--- config.mk ---
export PLATFORM = sky130hd
export DESIGN_NAME = mcu_branch_misc_exec
export DESIGN_NICKNAME = d
export VERILOG_FILES = /design/src/rtl/mcu_exec_pkg.sv /design/src/rtl/mcu_branch_misc_exec.sv
export VERILOG_INCLUDE_DIRS = /design/src /design/src/rtl
export SDC_FILE = /design/constraint.sdc
export NUM_CORES = 1
export LEC_CHECK = 0
export BUFFER_PORTS_ARGS = -buffer_cell sky130_fd_sc_hd__buf_4
export CAP_MARGIN = 20
export CORE_ASPECT_RATIO = 0.75
export CORE_MARGIN = 2
export CORE_UTILIZATION = 55
export DETAILED_ROUTE_END_ITERATION = 8
export PLACE_DENSITY = 0.85
export SLEW_MARGIN = 20
export SYNTH_ARGS = -nofsm -noshare
export SYNTH_HDL_FRONTEND = slang
export SYNTH_SLANG_ARGS = --single-unit
--- constraint.sdc ---
create_clock -name clk -period 6.6 [get_ports clk]
set_input_delay 0.66 -clock clk [delete_from_list [all_inputs] [get_ports clk]]
set_output_delay 0.66 -clock clk [all_outputs]
set_load 0.02 [all_outputs]
--- src/rtl/mcu_exec_defines.svh ---
// timing counts, field positions and reset values for the execution block
`ifndef MCU_EXEC_DEFINES_SVH
`define MCU_EXEC_DEFINES_SVH
`define CLK_PERIOD_NS      50
`define SYS_CLK_PERIOD_NS  50
`define CLKS_PER_CYCLE     4
`define PHASE_LAST         2'h3
`define PC_W               11
`define STACK_DEPTH        6
`define PC_LOW_ADDR        8'h02
`define LAST_PAGE          3'h7
`define BYTE_ZERO          8'h00
`define ACC_RESET          8'h00
`define WDT_RESET          8'h00
`define PC_RESET           11'h000
`endif

--- src/rtl/mcu_exec_pkg.sv ---
// operation codes of the execution block
package mcu_exec_pkg;
  typedef enum logic [5:0] {
    op_nop, op_jump, op_call, op_return, op_return_imm, op_return_from_interrupt,
    op_skip_if_zero, op_skip_if_zero_move, op_skip_if_bit_clear, op_skip_if_bit_set,
    op_increment_skip_zero, op_decrement_skip_zero,
    op_increment_skip_zero_to_accumulator, op_decrement_skip_zero_to_accumulator,
    op_table_read_current_page, op_table_read_last_page,
    op_add, op_add_imm, op_add_carry, op_add_to_memory, op_add_carry_to_memory,
    op_and, op_and_imm, op_and_to_memory,
    op_clear_byte, op_clear_bit, op_set_byte, op_swap, op_nibble_swap_to_accumulator,
    op_clear_watchdog, op_watchdog_preclear_first, op_watchdog_preclear_second, op_halt
  } op_t;
  typedef enum {st_idle, st_run, st_halted} exec_state_t;
endpackage : mcu_exec_pkg

--- src/rtl/mcu_branch_misc_exec.sv ---
// execution core for branch, skip, table-read, clear/swap, watchdog and add/and ops
`timescale 1ns/10ps
`include "mcu_exec_defines.svh"
// Notes on behaviour
// - taken skip adds one four-clock cycle
// - program-counter-low write adds one cycle
// - skip on zero byte or selected bit
// - zero-move skip copies byte to accumulator
// - inc/dec skip writes memory, both penalties
// - accumulator inc/dec skip leaves memory alone
// - call pushes next address, two cycles
// - returns take two cycles; immediate loads accumulator
// - interrupt return pops and enables interrupts
// - table read: low to memory, high latch
// - add-with-carry updates four flags
// - memory-destination adds store into memory
// - immediate add updates four flags
// - and instructions touch only zero flag
// - clear byte or bit, flags untouched
// - watchdog clear zeroes count and flags
// - pre-clear pair clears flags when completed
// - lone pre-clear only records itself
// - nibble swap; accumulator form one cycle
// - halt stops, clears watchdog, sets power-down
module mcu_branch_misc_exec
  import mcu_exec_pkg::*;
(
  input  wire logic                   clk,
  input  wire logic                   reset,
  input  wire logic                   instr_valid,
  input  mcu_exec_pkg::op_t           instr_op,
  input  wire logic [7:0]             instr_mem_addr,
  input  wire logic [2:0]             instr_bit,
  input  wire logic [7:0]             instr_imm,
  input  wire logic [`PC_W-1:0]       instr_target,
  input  wire logic [7:0]             mem_rdata,
  input  wire logic [15:0]            rom_rdata,
  input  wire logic                   wake_up,
  output logic                        instr_ready,
  output logic [7:0]                  mem_addr,
  output logic [7:0]                  mem_wdata,
  output logic                        mem_we,
  output logic [`PC_W-1:0]            rom_addr,
  output logic [`PC_W-1:0]            program_counter,
  output logic [7:0]                  accumulator,
  output logic [7:0]                  table_high_latch,
  output logic                        overflow_flag,
  output logic                        zero_flag,
  output logic                        half_carry_flag,
  output logic                        carry_flag,
  output logic                        watchdog_timeout_flag,
  output logic                        power_down_flag,
  output logic                        global_interrupt_enable,
  output logic [7:0]                  watchdog_counter,
  output logic                        prescaler_clear,
  output logic                        halted,
  output logic                        stack_overflow
);
  // adder giving sum plus overflow, half-carry and carry
  function automatic logic [10:0] add8(input logic [7:0] a, input logic [7:0] b,
                                       input logic cin);
    logic [8:0] s;
    logic [4:0] h;
    s = {1'b0, a} + {1'b0, b} + {8'h00, cin};
    h = {1'b0, a[3:0]} + {1'b0, b[3:0]} + {4'h0, cin};
    add8 = {(a[7] == b[7]) && (s[7] != a[7]), h[4], s[8], s[7:0]};
  endfunction : add8
  // latched instruction fields
  op_t               op;
  logic [7:0]        imm;
  logic [2:0]        bsel;
  logic [`PC_W-1:0]  target;
  logic [1:0]        phase;
  logic [1:0]        cycles_left;
  logic              preclear_first_seen;
  logic              preclear_second_seen;
  logic [`PC_W-1:0]  stack [`STACK_DEPTH];
  logic [2:0]        sp;
  exec_state_t       state;
  logic [10:0]       sum;
  logic [7:0]        operand_b;
  logic              is_skip_op;
  logic              skip_taken;
  logic [7:0]        incdec;
  logic              writes_pcl;
  logic              cycle_end;
  logic              start;
  // combinational decode of the latched operation
  always_comb begin
    operand_b = (op == op_add_imm || op == op_and_imm) ? imm : mem_rdata;
    sum = add8(accumulator, operand_b,
               (op == op_add_carry || op == op_add_carry_to_memory) ? carry_flag : 1'b0);
    incdec = (op == op_increment_skip_zero || op == op_increment_skip_zero_to_accumulator)
             ? mem_rdata + 8'h01 : mem_rdata - 8'h01;
    is_skip_op = op inside {op_skip_if_zero, op_skip_if_zero_move, op_skip_if_bit_clear,
                            op_skip_if_bit_set, op_increment_skip_zero,
                            op_decrement_skip_zero, op_increment_skip_zero_to_accumulator,
                            op_decrement_skip_zero_to_accumulator};
    unique case (op)
      op_skip_if_zero, op_skip_if_zero_move: skip_taken = (mem_rdata == `BYTE_ZERO);
      op_skip_if_bit_clear: skip_taken = !mem_rdata[bsel];
      op_skip_if_bit_set:   skip_taken = mem_rdata[bsel];
      op_increment_skip_zero, op_decrement_skip_zero,
      op_increment_skip_zero_to_accumulator,
      op_decrement_skip_zero_to_accumulator: skip_taken = (incdec == `BYTE_ZERO);
      default: skip_taken = 1'b0;
    endcase
    // memory-writing ops aimed at the program-counter low byte cost a cycle
    writes_pcl = (mem_addr == `PC_LOW_ADDR) &&
                 (op inside {op_increment_skip_zero, op_decrement_skip_zero,
                             op_add_to_memory, op_add_carry_to_memory, op_and_to_memory,
                             op_clear_byte, op_clear_bit, op_set_byte, op_swap,
                             op_table_read_current_page, op_table_read_last_page});
    cycle_end = (phase == `PHASE_LAST);
    start = instr_valid && instr_ready;
  end
  // sequencer: four system clocks per instruction cycle
  always_ff @(posedge clk or posedge reset) begin
    if (reset) begin
      state        <= st_idle;
      phase        <= 2'h0;
      cycles_left  <= 2'h0;
      instr_ready  <= 1'b0;
      op <= op_nop;
      imm <= 8'h00;
      bsel <= 3'h0;
      target <= `PC_RESET;
      mem_addr <= 8'h00;
    end else begin
      unique case (state)
        st_idle: begin
          instr_ready <= 1'b1;
          if (start) begin
            op <= instr_op;
            imm <= instr_imm;
            bsel <= instr_bit;
            target <= instr_target;
            mem_addr <= instr_mem_addr;
            phase <= 2'h0;
            instr_ready <= 1'b0;
            cycles_left <= (instr_op inside {op_jump, op_call, op_return, op_return_imm,
                            op_return_from_interrupt, op_table_read_current_page,
                            op_table_read_last_page}) ? 2'h1 : 2'h0;
            state <= st_run;
          end
        end
        st_run: begin
          phase <= phase + 2'h1;
          if (cycle_end) begin
            if (cycles_left != 2'h0) begin
              cycles_left <= cycles_left - 2'h1;
            end else if (op == op_halt) begin
              state <= st_halted;
            end else if (is_skip_op && skip_taken) begin
              op <= op_nop;
              cycles_left <= (writes_pcl) ? 2'h1 : 2'h0;
            end else if (writes_pcl) begin
              op <= op_nop;
            end else begin
              state <= st_idle;
              instr_ready <= 1'b1;
            end
          end
        end
        st_halted: begin
          if (wake_up) begin
            state <= st_idle;
            instr_ready <= 1'b1;
          end
        end
      endcase
    end
  end
  // effects on the last clock of the final cycle; a skipped slot is a nop
  logic first_end;
  assign first_end = (state == st_run) && cycle_end && (op != op_nop) && (cycles_left == 2'h0);
  // accumulator and arithmetic flags
  always_ff @(posedge clk or posedge reset) begin
    if (reset) begin
      accumulator <= `ACC_RESET;
      overflow_flag <= 1'b0;
      zero_flag <= 1'b0;
      half_carry_flag <= 1'b0;
      carry_flag <= 1'b0;
    end else if (first_end) begin
      unique case (op)
        op_add, op_add_imm, op_add_carry, op_add_to_memory, op_add_carry_to_memory: begin
          if (!(op inside {op_add_to_memory, op_add_carry_to_memory}))
            accumulator <= sum[7:0];
          overflow_flag   <= sum[10];
          half_carry_flag <= sum[9];
          carry_flag      <= sum[8];
          zero_flag       <= (sum[7:0] == `BYTE_ZERO);
        end
        op_and, op_and_imm, op_and_to_memory: begin
          if (op != op_and_to_memory)
            accumulator <= accumulator & operand_b;
          zero_flag <= ((accumulator & operand_b) == `BYTE_ZERO);
        end
        op_skip_if_zero_move: accumulator <= mem_rdata;
        op_increment_skip_zero_to_accumulator,
        op_decrement_skip_zero_to_accumulator: accumulator <= incdec;
        op_return_imm: accumulator <= imm;
        op_nibble_swap_to_accumulator: accumulator <= {mem_rdata[3:0], mem_rdata[7:4]};
        default: ;
      endcase
    end
  end
  // data memory write port
  always_ff @(posedge clk or posedge reset) begin
    if (reset) begin
      mem_we <= 1'b0;
      mem_wdata <= 8'h00;
      table_high_latch <= 8'h00;
    end else begin
      mem_we <= 1'b0;
      if (first_end) begin
        unique case (op)
          op_increment_skip_zero, op_decrement_skip_zero: begin
            mem_we <= 1'b1;
            mem_wdata <= incdec;
          end
          op_add_to_memory, op_add_carry_to_memory: begin
            mem_we <= 1'b1;
            mem_wdata <= sum[7:0];
          end
          op_and_to_memory: begin
            mem_we <= 1'b1;
            mem_wdata <= accumulator & mem_rdata;
          end
          op_clear_byte, op_set_byte: begin
            mem_we <= 1'b1;
            mem_wdata <= (op == op_set_byte) ? 8'hff : `BYTE_ZERO;
          end
          op_clear_bit: begin
            mem_we <= 1'b1;
            mem_wdata <= mem_rdata & ~(8'h01 << bsel);
          end
          op_swap: begin
            mem_we <= 1'b1;
            mem_wdata <= {mem_rdata[3:0], mem_rdata[7:4]};
          end
          op_table_read_current_page, op_table_read_last_page: begin
            mem_we <= 1'b1;
            mem_wdata <= rom_rdata[7:0];
            table_high_latch <= rom_rdata[15:8];
          end
          default: ;
        endcase
      end
    end
  end
  // table-read address: accumulator within current page or the last page
  always_ff @(posedge clk or posedge reset) begin
    if (reset) begin
      rom_addr <= `PC_RESET;
    end else if (op == op_table_read_last_page) begin
      rom_addr <= {`LAST_PAGE, accumulator};
    end else begin
      rom_addr <= {program_counter[`PC_W-1:8], accumulator};
    end
  end
  // program counter and hardware stack
  always_ff @(posedge clk or posedge reset) begin
    if (reset) begin
      program_counter <= `PC_RESET;
      sp <= 3'h0;
      stack_overflow <= 1'b0;
      global_interrupt_enable <= 1'b0;
      for (int i = 0; i < `STACK_DEPTH; i++) stack[i] <= `PC_RESET;
    end else if (first_end) begin
      unique case (op)
        op_jump: program_counter <= target;
        op_call: begin
          stack[sp] <= program_counter + `PC_W'(1);
          program_counter <= target;
          if (sp == 3'(`STACK_DEPTH - 1)) stack_overflow <= 1'b1;
          else sp <= sp + 3'h1;
        end
        op_return, op_return_imm, op_return_from_interrupt: begin
          program_counter <= stack[sp - 3'h1];
          sp <= (sp == 3'h0) ? 3'h0 : sp - 3'h1;
          if (op == op_return_from_interrupt) global_interrupt_enable <= 1'b1;
        end
        op_nop: ;
        default: program_counter <= program_counter + `PC_W'(1);
      endcase
    end
  end
  // watchdog count and status flags
  always_ff @(posedge clk or posedge reset) begin
    if (reset) begin
      watchdog_counter <= `WDT_RESET;
      watchdog_timeout_flag <= 1'b0;
      power_down_flag <= 1'b0;
      preclear_first_seen <= 1'b0;
      preclear_second_seen <= 1'b0;
      prescaler_clear <= 1'b0;
      halted <= 1'b0;
    end else begin
      prescaler_clear <= 1'b0;
      halted <= (state == st_halted);
      if (first_end && op == op_clear_watchdog) begin
        watchdog_counter <= `WDT_RESET;
        watchdog_timeout_flag <= 1'b0;
        power_down_flag <= 1'b0;
      end else if (first_end && op == op_watchdog_preclear_first) begin
        if (preclear_second_seen) begin
          watchdog_counter <= `WDT_RESET;
          watchdog_timeout_flag <= 1'b0;
          power_down_flag <= 1'b0;
          preclear_second_seen <= 1'b0;
        end else preclear_first_seen <= 1'b1;
      end else if (first_end && op == op_watchdog_preclear_second) begin
        if (preclear_first_seen) begin
          watchdog_counter <= `WDT_RESET;
          watchdog_timeout_flag <= 1'b0;
          power_down_flag <= 1'b0;
          preclear_first_seen <= 1'b0;
        end else preclear_second_seen <= 1'b1;
      end else if (first_end && op == op_halt) begin
        watchdog_counter <= `WDT_RESET;
        prescaler_clear <= 1'b1;
        power_down_flag <= 1'b1;
        watchdog_timeout_flag <= 1'b0;
      end
    end
  end
endmodule : mcu_branch_misc_exec

==> results of run 1 <==
==> cell families (layout without fill, tap and decap cells) <==
group | Yosys count | after routing | synth area share [%]
adder cells (fa/ha/maj) | 21 | 21 | 2.96
multiplexers | 92 | 92 | 12.5
other | 1 | 9 | 0.0399
AO/OA/AOI/OAI | 241 | 241 | 16.4
flip-flops | 170 | 170 | 45.3
buffers and inverters | 98 | 200 | 4.41
XOR/XNOR | 24 | 24 | 2.24
AND/OR/NAND/NOR | 318 | 318 | 16.1
==> synthesized netlist by cell type (11+ instances only) <==
| cell | count |
|---|---|
| a21oi_1 | 66 |
| a221oi_1 | 23 |
| a22oi_1 | 27 |
| clkbuf_1 | 46 |
| dfrtp_1 | 170 |
| ha_1 | 19 |
| inv_1 | 28 |
| mux2_2 | 58 |
| mux2i_1 | 19 |
| mux4_2 | 14 |
| nand2_1 | 102 |
| nand2b_1 | 11 |
| nand3_1 | 24 |
| nor2_1 | 86 |
| nor2b_1 | 12 |
| nor3_1 | 29 |
| o21ai_0 | 71 |
| xnor2_1 | 13 |
| xor2_1 | 11 |
==> cell type report <==
type	count	area (sq um)
fillers	1286	5700
flip-flops and latches	170	4250
well taps	215	269
clock inverters	15	194
repair buffers	140	1050
inverters	28	110
clock buffers	17	425
multi-input cells	705	4770
==> critical path, delay by kind of cell (launching register included) <==
kind | cells | cell delay (ps)
XOR/XNOR | 1 | 170
AND/OR/NAND/NOR | 4 | 1660
AO/OA/AOI/OAI | 4 | 770
multiplexers | 1 | 400
buffers and inverters | 3 | 520
adder cells (fa/ha/maj) | 2 | 590
flip-flops | 1 | 720
==> routing by layer <==
layer	wire [um]	part of all wire [%]	vias up	global-route usage [%]
li1	-	-	3656	-
met1	11600	44	3935	43.6
met2	11500	44	451	44.1
met3	2910	11	32	9.61
met4	338	1.3	0	8.33
met5	0	0	-	0
==> flip-flops by register name, indices dropped and copies added, names as in the netlist, 2 cells and up <==
name	count
program_counter	11
bsel	3
accumulator	8
cycles_left	2
op	6
rom_addr	11
mem_addr	8
stack	66
sp	3
target	11
phase	2
state	2
imm	8
mem_wdata	8
table_high_latch	8
==> how the worst max path moves through the flow <==
stage               depth (start not counted)  startpoint              to  slack [ps]
finish                                     15       op[0]       zero_flag        1680
global route                               17       op[0]       zero_flag        1440
CTS                                        15       op[0]       zero_flag        1770
detailed placement                         15       op[0]       zero_flag        1780
global placement                           15       op[0]       zero_flag        1980
floorplan                                   1       reset  accumulator[0]        1340
==> power by group <==
part           leakage, nW  switching [mW]  internal [mW]  total [mW]
logic                 2.40            1.15          0.838        1.99
registers             2.12           0.393           1.29        1.68
clock network        0.299           0.495          0.550        1.05
total                 4.83            2.04           2.68        4.72
==> metrics by stage <==
step           instances  worst slack [ps]  hold WS, ps  power, mW
2_1_floorplan        973              1340          445       2.96
3_3_place_gp        1258              1980          457       3.60
3_5_place_dp        1258              1780          465       3.64
4_1_cts             1290              1770          366       4.69
5_1_grt             1290              1440          407       4.98
6_report            1290              1680          346       4.72
==> flow_metrics.py, run 1 <==
metrics = {
    "logic_synthesis": {
        "syn_area_sq_um": 9390,
        "synth_seq_cells": 170,
        "synth_top_area_share_pct": 45.3,
        "async_flop_share_pct": 100,
        "ys_seq_area_share_pct": 45.3,
        "synth_top_area_cell": "dfrtp_1",
        "synth.yosys.warnings": 0,
        "synthFlopType": "dfrtp_1",
        "synth_area_leaders": "dfrtp_1 45%, mux2_2 7.0%, nand2_1 4.1%",
        "synth_edf_count": 0,
        "synth_cells": 965,
        "avgSynthCellArea_sq_um": 9.73,
        "synth.distinct_cells": 70,
    },
    "placed_design": {
        "post-dp-hpwl_um": 18400,
        "gp_congestion": 1.00,
        "place.port_buffers": 128,
        "place_area_sq_um": 10500,
    },
    "die": {
        "io_pins": 138,
        "rows": 41,
        "core-area_sq_um": 16800,
        "die_area_sq_um": 18100,
        "initial_core_util_pct": 56.0,
        "dieHeight_um": 117,
        "die_w_um": 155,
    },
    "setup_path": {
        "regToRegStartpoint": "op[0]",
        "r2r_cells": 15,
        "worst_ep_arrival_time_ps": 5270,
        "path_max_fanout": 17,
        "required_ps": 6950,
        "ff2ff_setup_slack_ps": 1680,
        "slowest_stage": "dfrtp_1",
        "cpMostUsedCell": "inv_1",
        "worstPathCellList": "inv_1 > or3_1 > o21ai_0 > nand2_1 > mux2_2 > inv_1 > fa_1 > inv_1 > fa_1 > a21o_1 > a21oi_1 > xnor2_1 > or4_1 > or4_1 > a41oi_1",
        "startpoint_type": "register",
        "critPathKind": "register to register",
        "slowest_delay_ps": 720,
        "timing.rr.end": "zero_flag",
        "crit_path_end_kind": "register",
    },
    "clock_tree": {
        "cts_max_level": 4,
        "cts.root.buffer_cell": "clkbuf_16",
        "cts_resized": 0,
        "cts_tree": "done",
        "cts_made_buffers": 17,
        "cts_hold_buf": 0,
        "numClockSinks": 170,
        "clk_pin_slew_ps": 70,
        "cts_setup_buffers": 0,
        "insertion_delay_ps": 450,
        "clock_path_buffers": 2,
    },
    "timing": {
        "tightest_slew_ps": 1200,
        "rsz0062_at_grt": "no",
        "fin_worst_skew_ps": 15.6,
        "fmax_mhz": 203,
        "period_share_pct": 74.5,
        "fin_crit_ps": 4920,
        "setup-violations-final": 0,
        "max-slew-margin-rel_pct": 19.5,
        "hold_viol_final": 0,
        "fin_setup_tns_ps": 0,
        "slew_viol_final": 0,
    },
    "power_and_ir_drop": {
        "p_leak_nw": 4.83,
        "vdd_drop_max_mv": 0.232,
        "power_density_nw_per_um2": 426,
    },
    "grt": {
        "antenna_found_initial": 0,
        "grt_pass1_wl_um": 41800,
        "grt_usage_pct": 30.1,
        "overflow": 0,
        "grt_pass1_vias": 7639,
        "grt_max_degree": 81,
    },
    "cells_and_area": {
        "layout.cells.most_common": "dfrtp_1",
        "layout-drive-gt1-share_pct": 24.1,
        "fin_nets": 1147,
        "final_cell_mix": "170 x dfrtp_1, 140 x buf_4, 102 x nand2_1, 86 x nor2_1, 71 x o21ai_0",
        "final_util_pct": 66.0,
        "syn2layout_area_growth_pct": 18.0,
        "antenna_cells": 0,
        "stdcell_area_sq_um": 11100,
    },
    "run_status": {
        "status": "completed",
    },
    "route": {
        "vias": 8074,
        "drt.antenna.violating_nets": 0,
        "dr.pass1.iters": 8,
        "wl_per_cell_um": 20.4,
        "route.detailed.drc": 0,
        "drt_iter0_markers": 1015,
        "finalWirelength_um": 26400,
        "viasPerCell": 6.26,
    },
    "run": {
        "cap_violations": 0,
    },
    "worst_hold_path": {
        "hp-class": "input port to asynchronous set/reset pin",
    },
}
No activity file was read; power rests on OpenSTA's default activity.
==> inputs of run 2 (changes only) <==
- clock period: 6.6 -> 5 ns (I/O delays scaled with it)
==> run 2 against run 1 <==
Net effect:
- first-iteration DRC count increased by 5.7%
- design area is 1.0% higher
- wire length rose by 0.21%
- critical path type unchanged
- largest cell class unchanged
- largest power group unchanged
- highest routed layer unchanged
==> flow_metrics.py, run 2 (synthesis gave the netlist of run 1 again) <==
metrics = {
    "grt": {
        "grt_max_degree": 136,
        "antenna_found_initial": 0,
        "grt_usage_pct": 30.2,
        "grt_pass1_vias": 7706,
        "overflow": 0,
        "grt_pass1_wl_um": 42000,
    },
    "die": {
        "dieHeight_um": 117,
        "initial_core_util_pct": 56.0,
        "core-area_sq_um": 16800,
        "die_w_um": 155,
        "io_pins": 138,
        "die_area_sq_um": 18100,
        "rows": 41,
    },
    "clock_tree": {
        "cts_hold_buf": 0,
        "cts_made_buffers": 17,
        "cts_max_level": 4,
        "cts.root.buffer_cell": "clkbuf_16",
        "clk_pin_slew_ps": 80,
        "cts_tree": "done",
        "cts_resized": 0,
        "insertion_delay_ps": 450,
        "numClockSinks": 170,
        "clock_path_buffers": 2,
        "cts_setup_buffers": 0,
    },
    "cells_and_area": {
        "final_util_pct": 66.7,
        "syn2layout_area_growth_pct": 19.2,
        "largest_reg_flops": 66,
        "layout.cells.most_common": "dfrtp_1",
        "antenna_cells": 0,
        "final_cell_mix": "170 x dfrtp_1, 149 x buf_4, 102 x nand2_1, 86 x nor2_1, 71 x o21ai_0",
        "stdcell_count": 1301,
        "fin_nets": 1158,
        "layout-drive-gt1-share_pct": 24.9,
        "regMostFlops": "stack",
    },
    "route": {
        "wl_per_cell_um": 20.3,
        "finalWirelength_um": 26400,
        "drt_iter0_markers": 1073,
        "drt.antenna.violating_nets": 0,
        "vias": 8148,
        "dr.pass1.iters": 7,
        "viasPerCell": 6.26,
        "route.detailed.drc": 0,
    },
    "setup_path": {
        "slowest_delay_ps": 480,
        "crit_path_end_kind": "register",
        "critPathKind": "register to register",
        "worstPathCellList": "nand2b_1 > nor2_1 > nand2_1 > buf_4 > mux2_2 > inv_1 > fa_1 > inv_1 > fa_1 > a21o_1 > a21oi_1 > xnor2_1 > or4_1 > or4_1 > a41oi_1",
        "path_max_fanout": 8,
        "startpoint_type": "register",
        "slowest_stage": "or4_1",
        "required_ps": 5360,
        "worst_ep_arrival_time_ps": 4480,
    },
    "timing": {
        "period_share_pct": 82.5,
        "slew_viol_final": 0,
        "fmax_mhz": 242,
        "fin_worst_skew_ps": 12.7,
        "hold_viol_final": 0,
        "tightest_slew_ps": 1060,
        "rsz0062_at_grt": "no",
        "fin_setup_tns_ps": 0,
        "setup-violations-final": 0,
        "fin_crit_ps": 4120,
        "max-slew-margin-rel_pct": 29.3,
    },
    "run": {
        "cap_violations": 0,
    },
    "run_status": {
        "status": "completed",
    },
    "worst_hold_path": {
        "hp-class": "input port to asynchronous set/reset pin",
    },
    "power_and_ir_drop": {
        "p_leak_nw": 4.89,
        "power_density_nw_per_um2": 566,
        "vdd_drop_max_mv": 0.334,
    },
    "placed_design": {
        "gp_congestion": 1.00,
        "dpl.cell_count": 1268,
        "post-dp-hpwl_um": 18600,
        "place.port_buffers": 128,
    },
}
==> run 2: changes by cell type in the layout (fill, tap and decap cells not counted) <==
cell and delta:
buf_12 +1, inv_6 -2, bufinv_16 -1, inv_8 -4
clkinv_8 +4, inv_12 +3, clkbuf_2 +1, buf_4 +9
==> run 2: critical path, delay by kind of cell (launching register included) <==
kind	cells	cell delay, ps
simple gates	5	1560
flops	1	380
compound gates	3	650
fa+ha+maj	2	600
buf+inv	3	340
xor+xnor	1	170
mux	1	300
==> run 2: cell type report <==
type	count	area, sq um
Multi-Input combinational cell	705	4770
Fill cell	1277	5590
Clock buffer	17	425
Inverter	28	109
Sequential cell	170	4250
Clock inverter	15	216
Timing Repair Buffer	151	1140
Tap cell	215	269
==> run 2: per-stage QoR <==
stage               power [mW]  instance area (sq um)  hold WS, ps  setup WS (ps)
floorplan                 3.91                   9420          445            863
global route              6.68                  11200          261            651
finish                    6.34                  11200          211            876
CTS                       6.29                  11200          218            940
global placement          4.82                  10500          457           1090
detailed placement        4.88                  10500          465            969
==> run 2: worst paths after layout <==
check                                 from            endpoint  slack [ps]  cells after the start
setup / recovery                     op[3]           zero_flag         880                     15
hold / removal                       reset              mem_we         210                      2
setup reg to reg                     op[3]           zero_flag         880                     15
hold reg to reg                   stack[8]            stack[8]         490                      2
max in group asynchronous            reset  program_counter[4]        3610                      3
min in group clk           instr_target[6]           target[6]         270                      2
==> run 2: layer usage <==
| metal | part of all wire [%] | routed length [um] | global-route usage [%] | vias up |
|---|---|---|---|---|
| met3 | 12 | 3160 | 8.69 | 51 |
| met4 | 1.5 | 404 | 7.90 | 0 |
| met5 | 0 | 0 | 0 | - |
| li1 | - | - | - | 3681 |
| met1 | 44 | 11700 | 45.2 | 3950 |
| met2 | 42 | 11200 | 43.3 | 466 |
==> run 2: power by group <==
group | switching (mW) | internal (mW)
clock network | 0.697 | 0.696
registers | 0.416 | 1.71
logic | 1.67 | 1.15
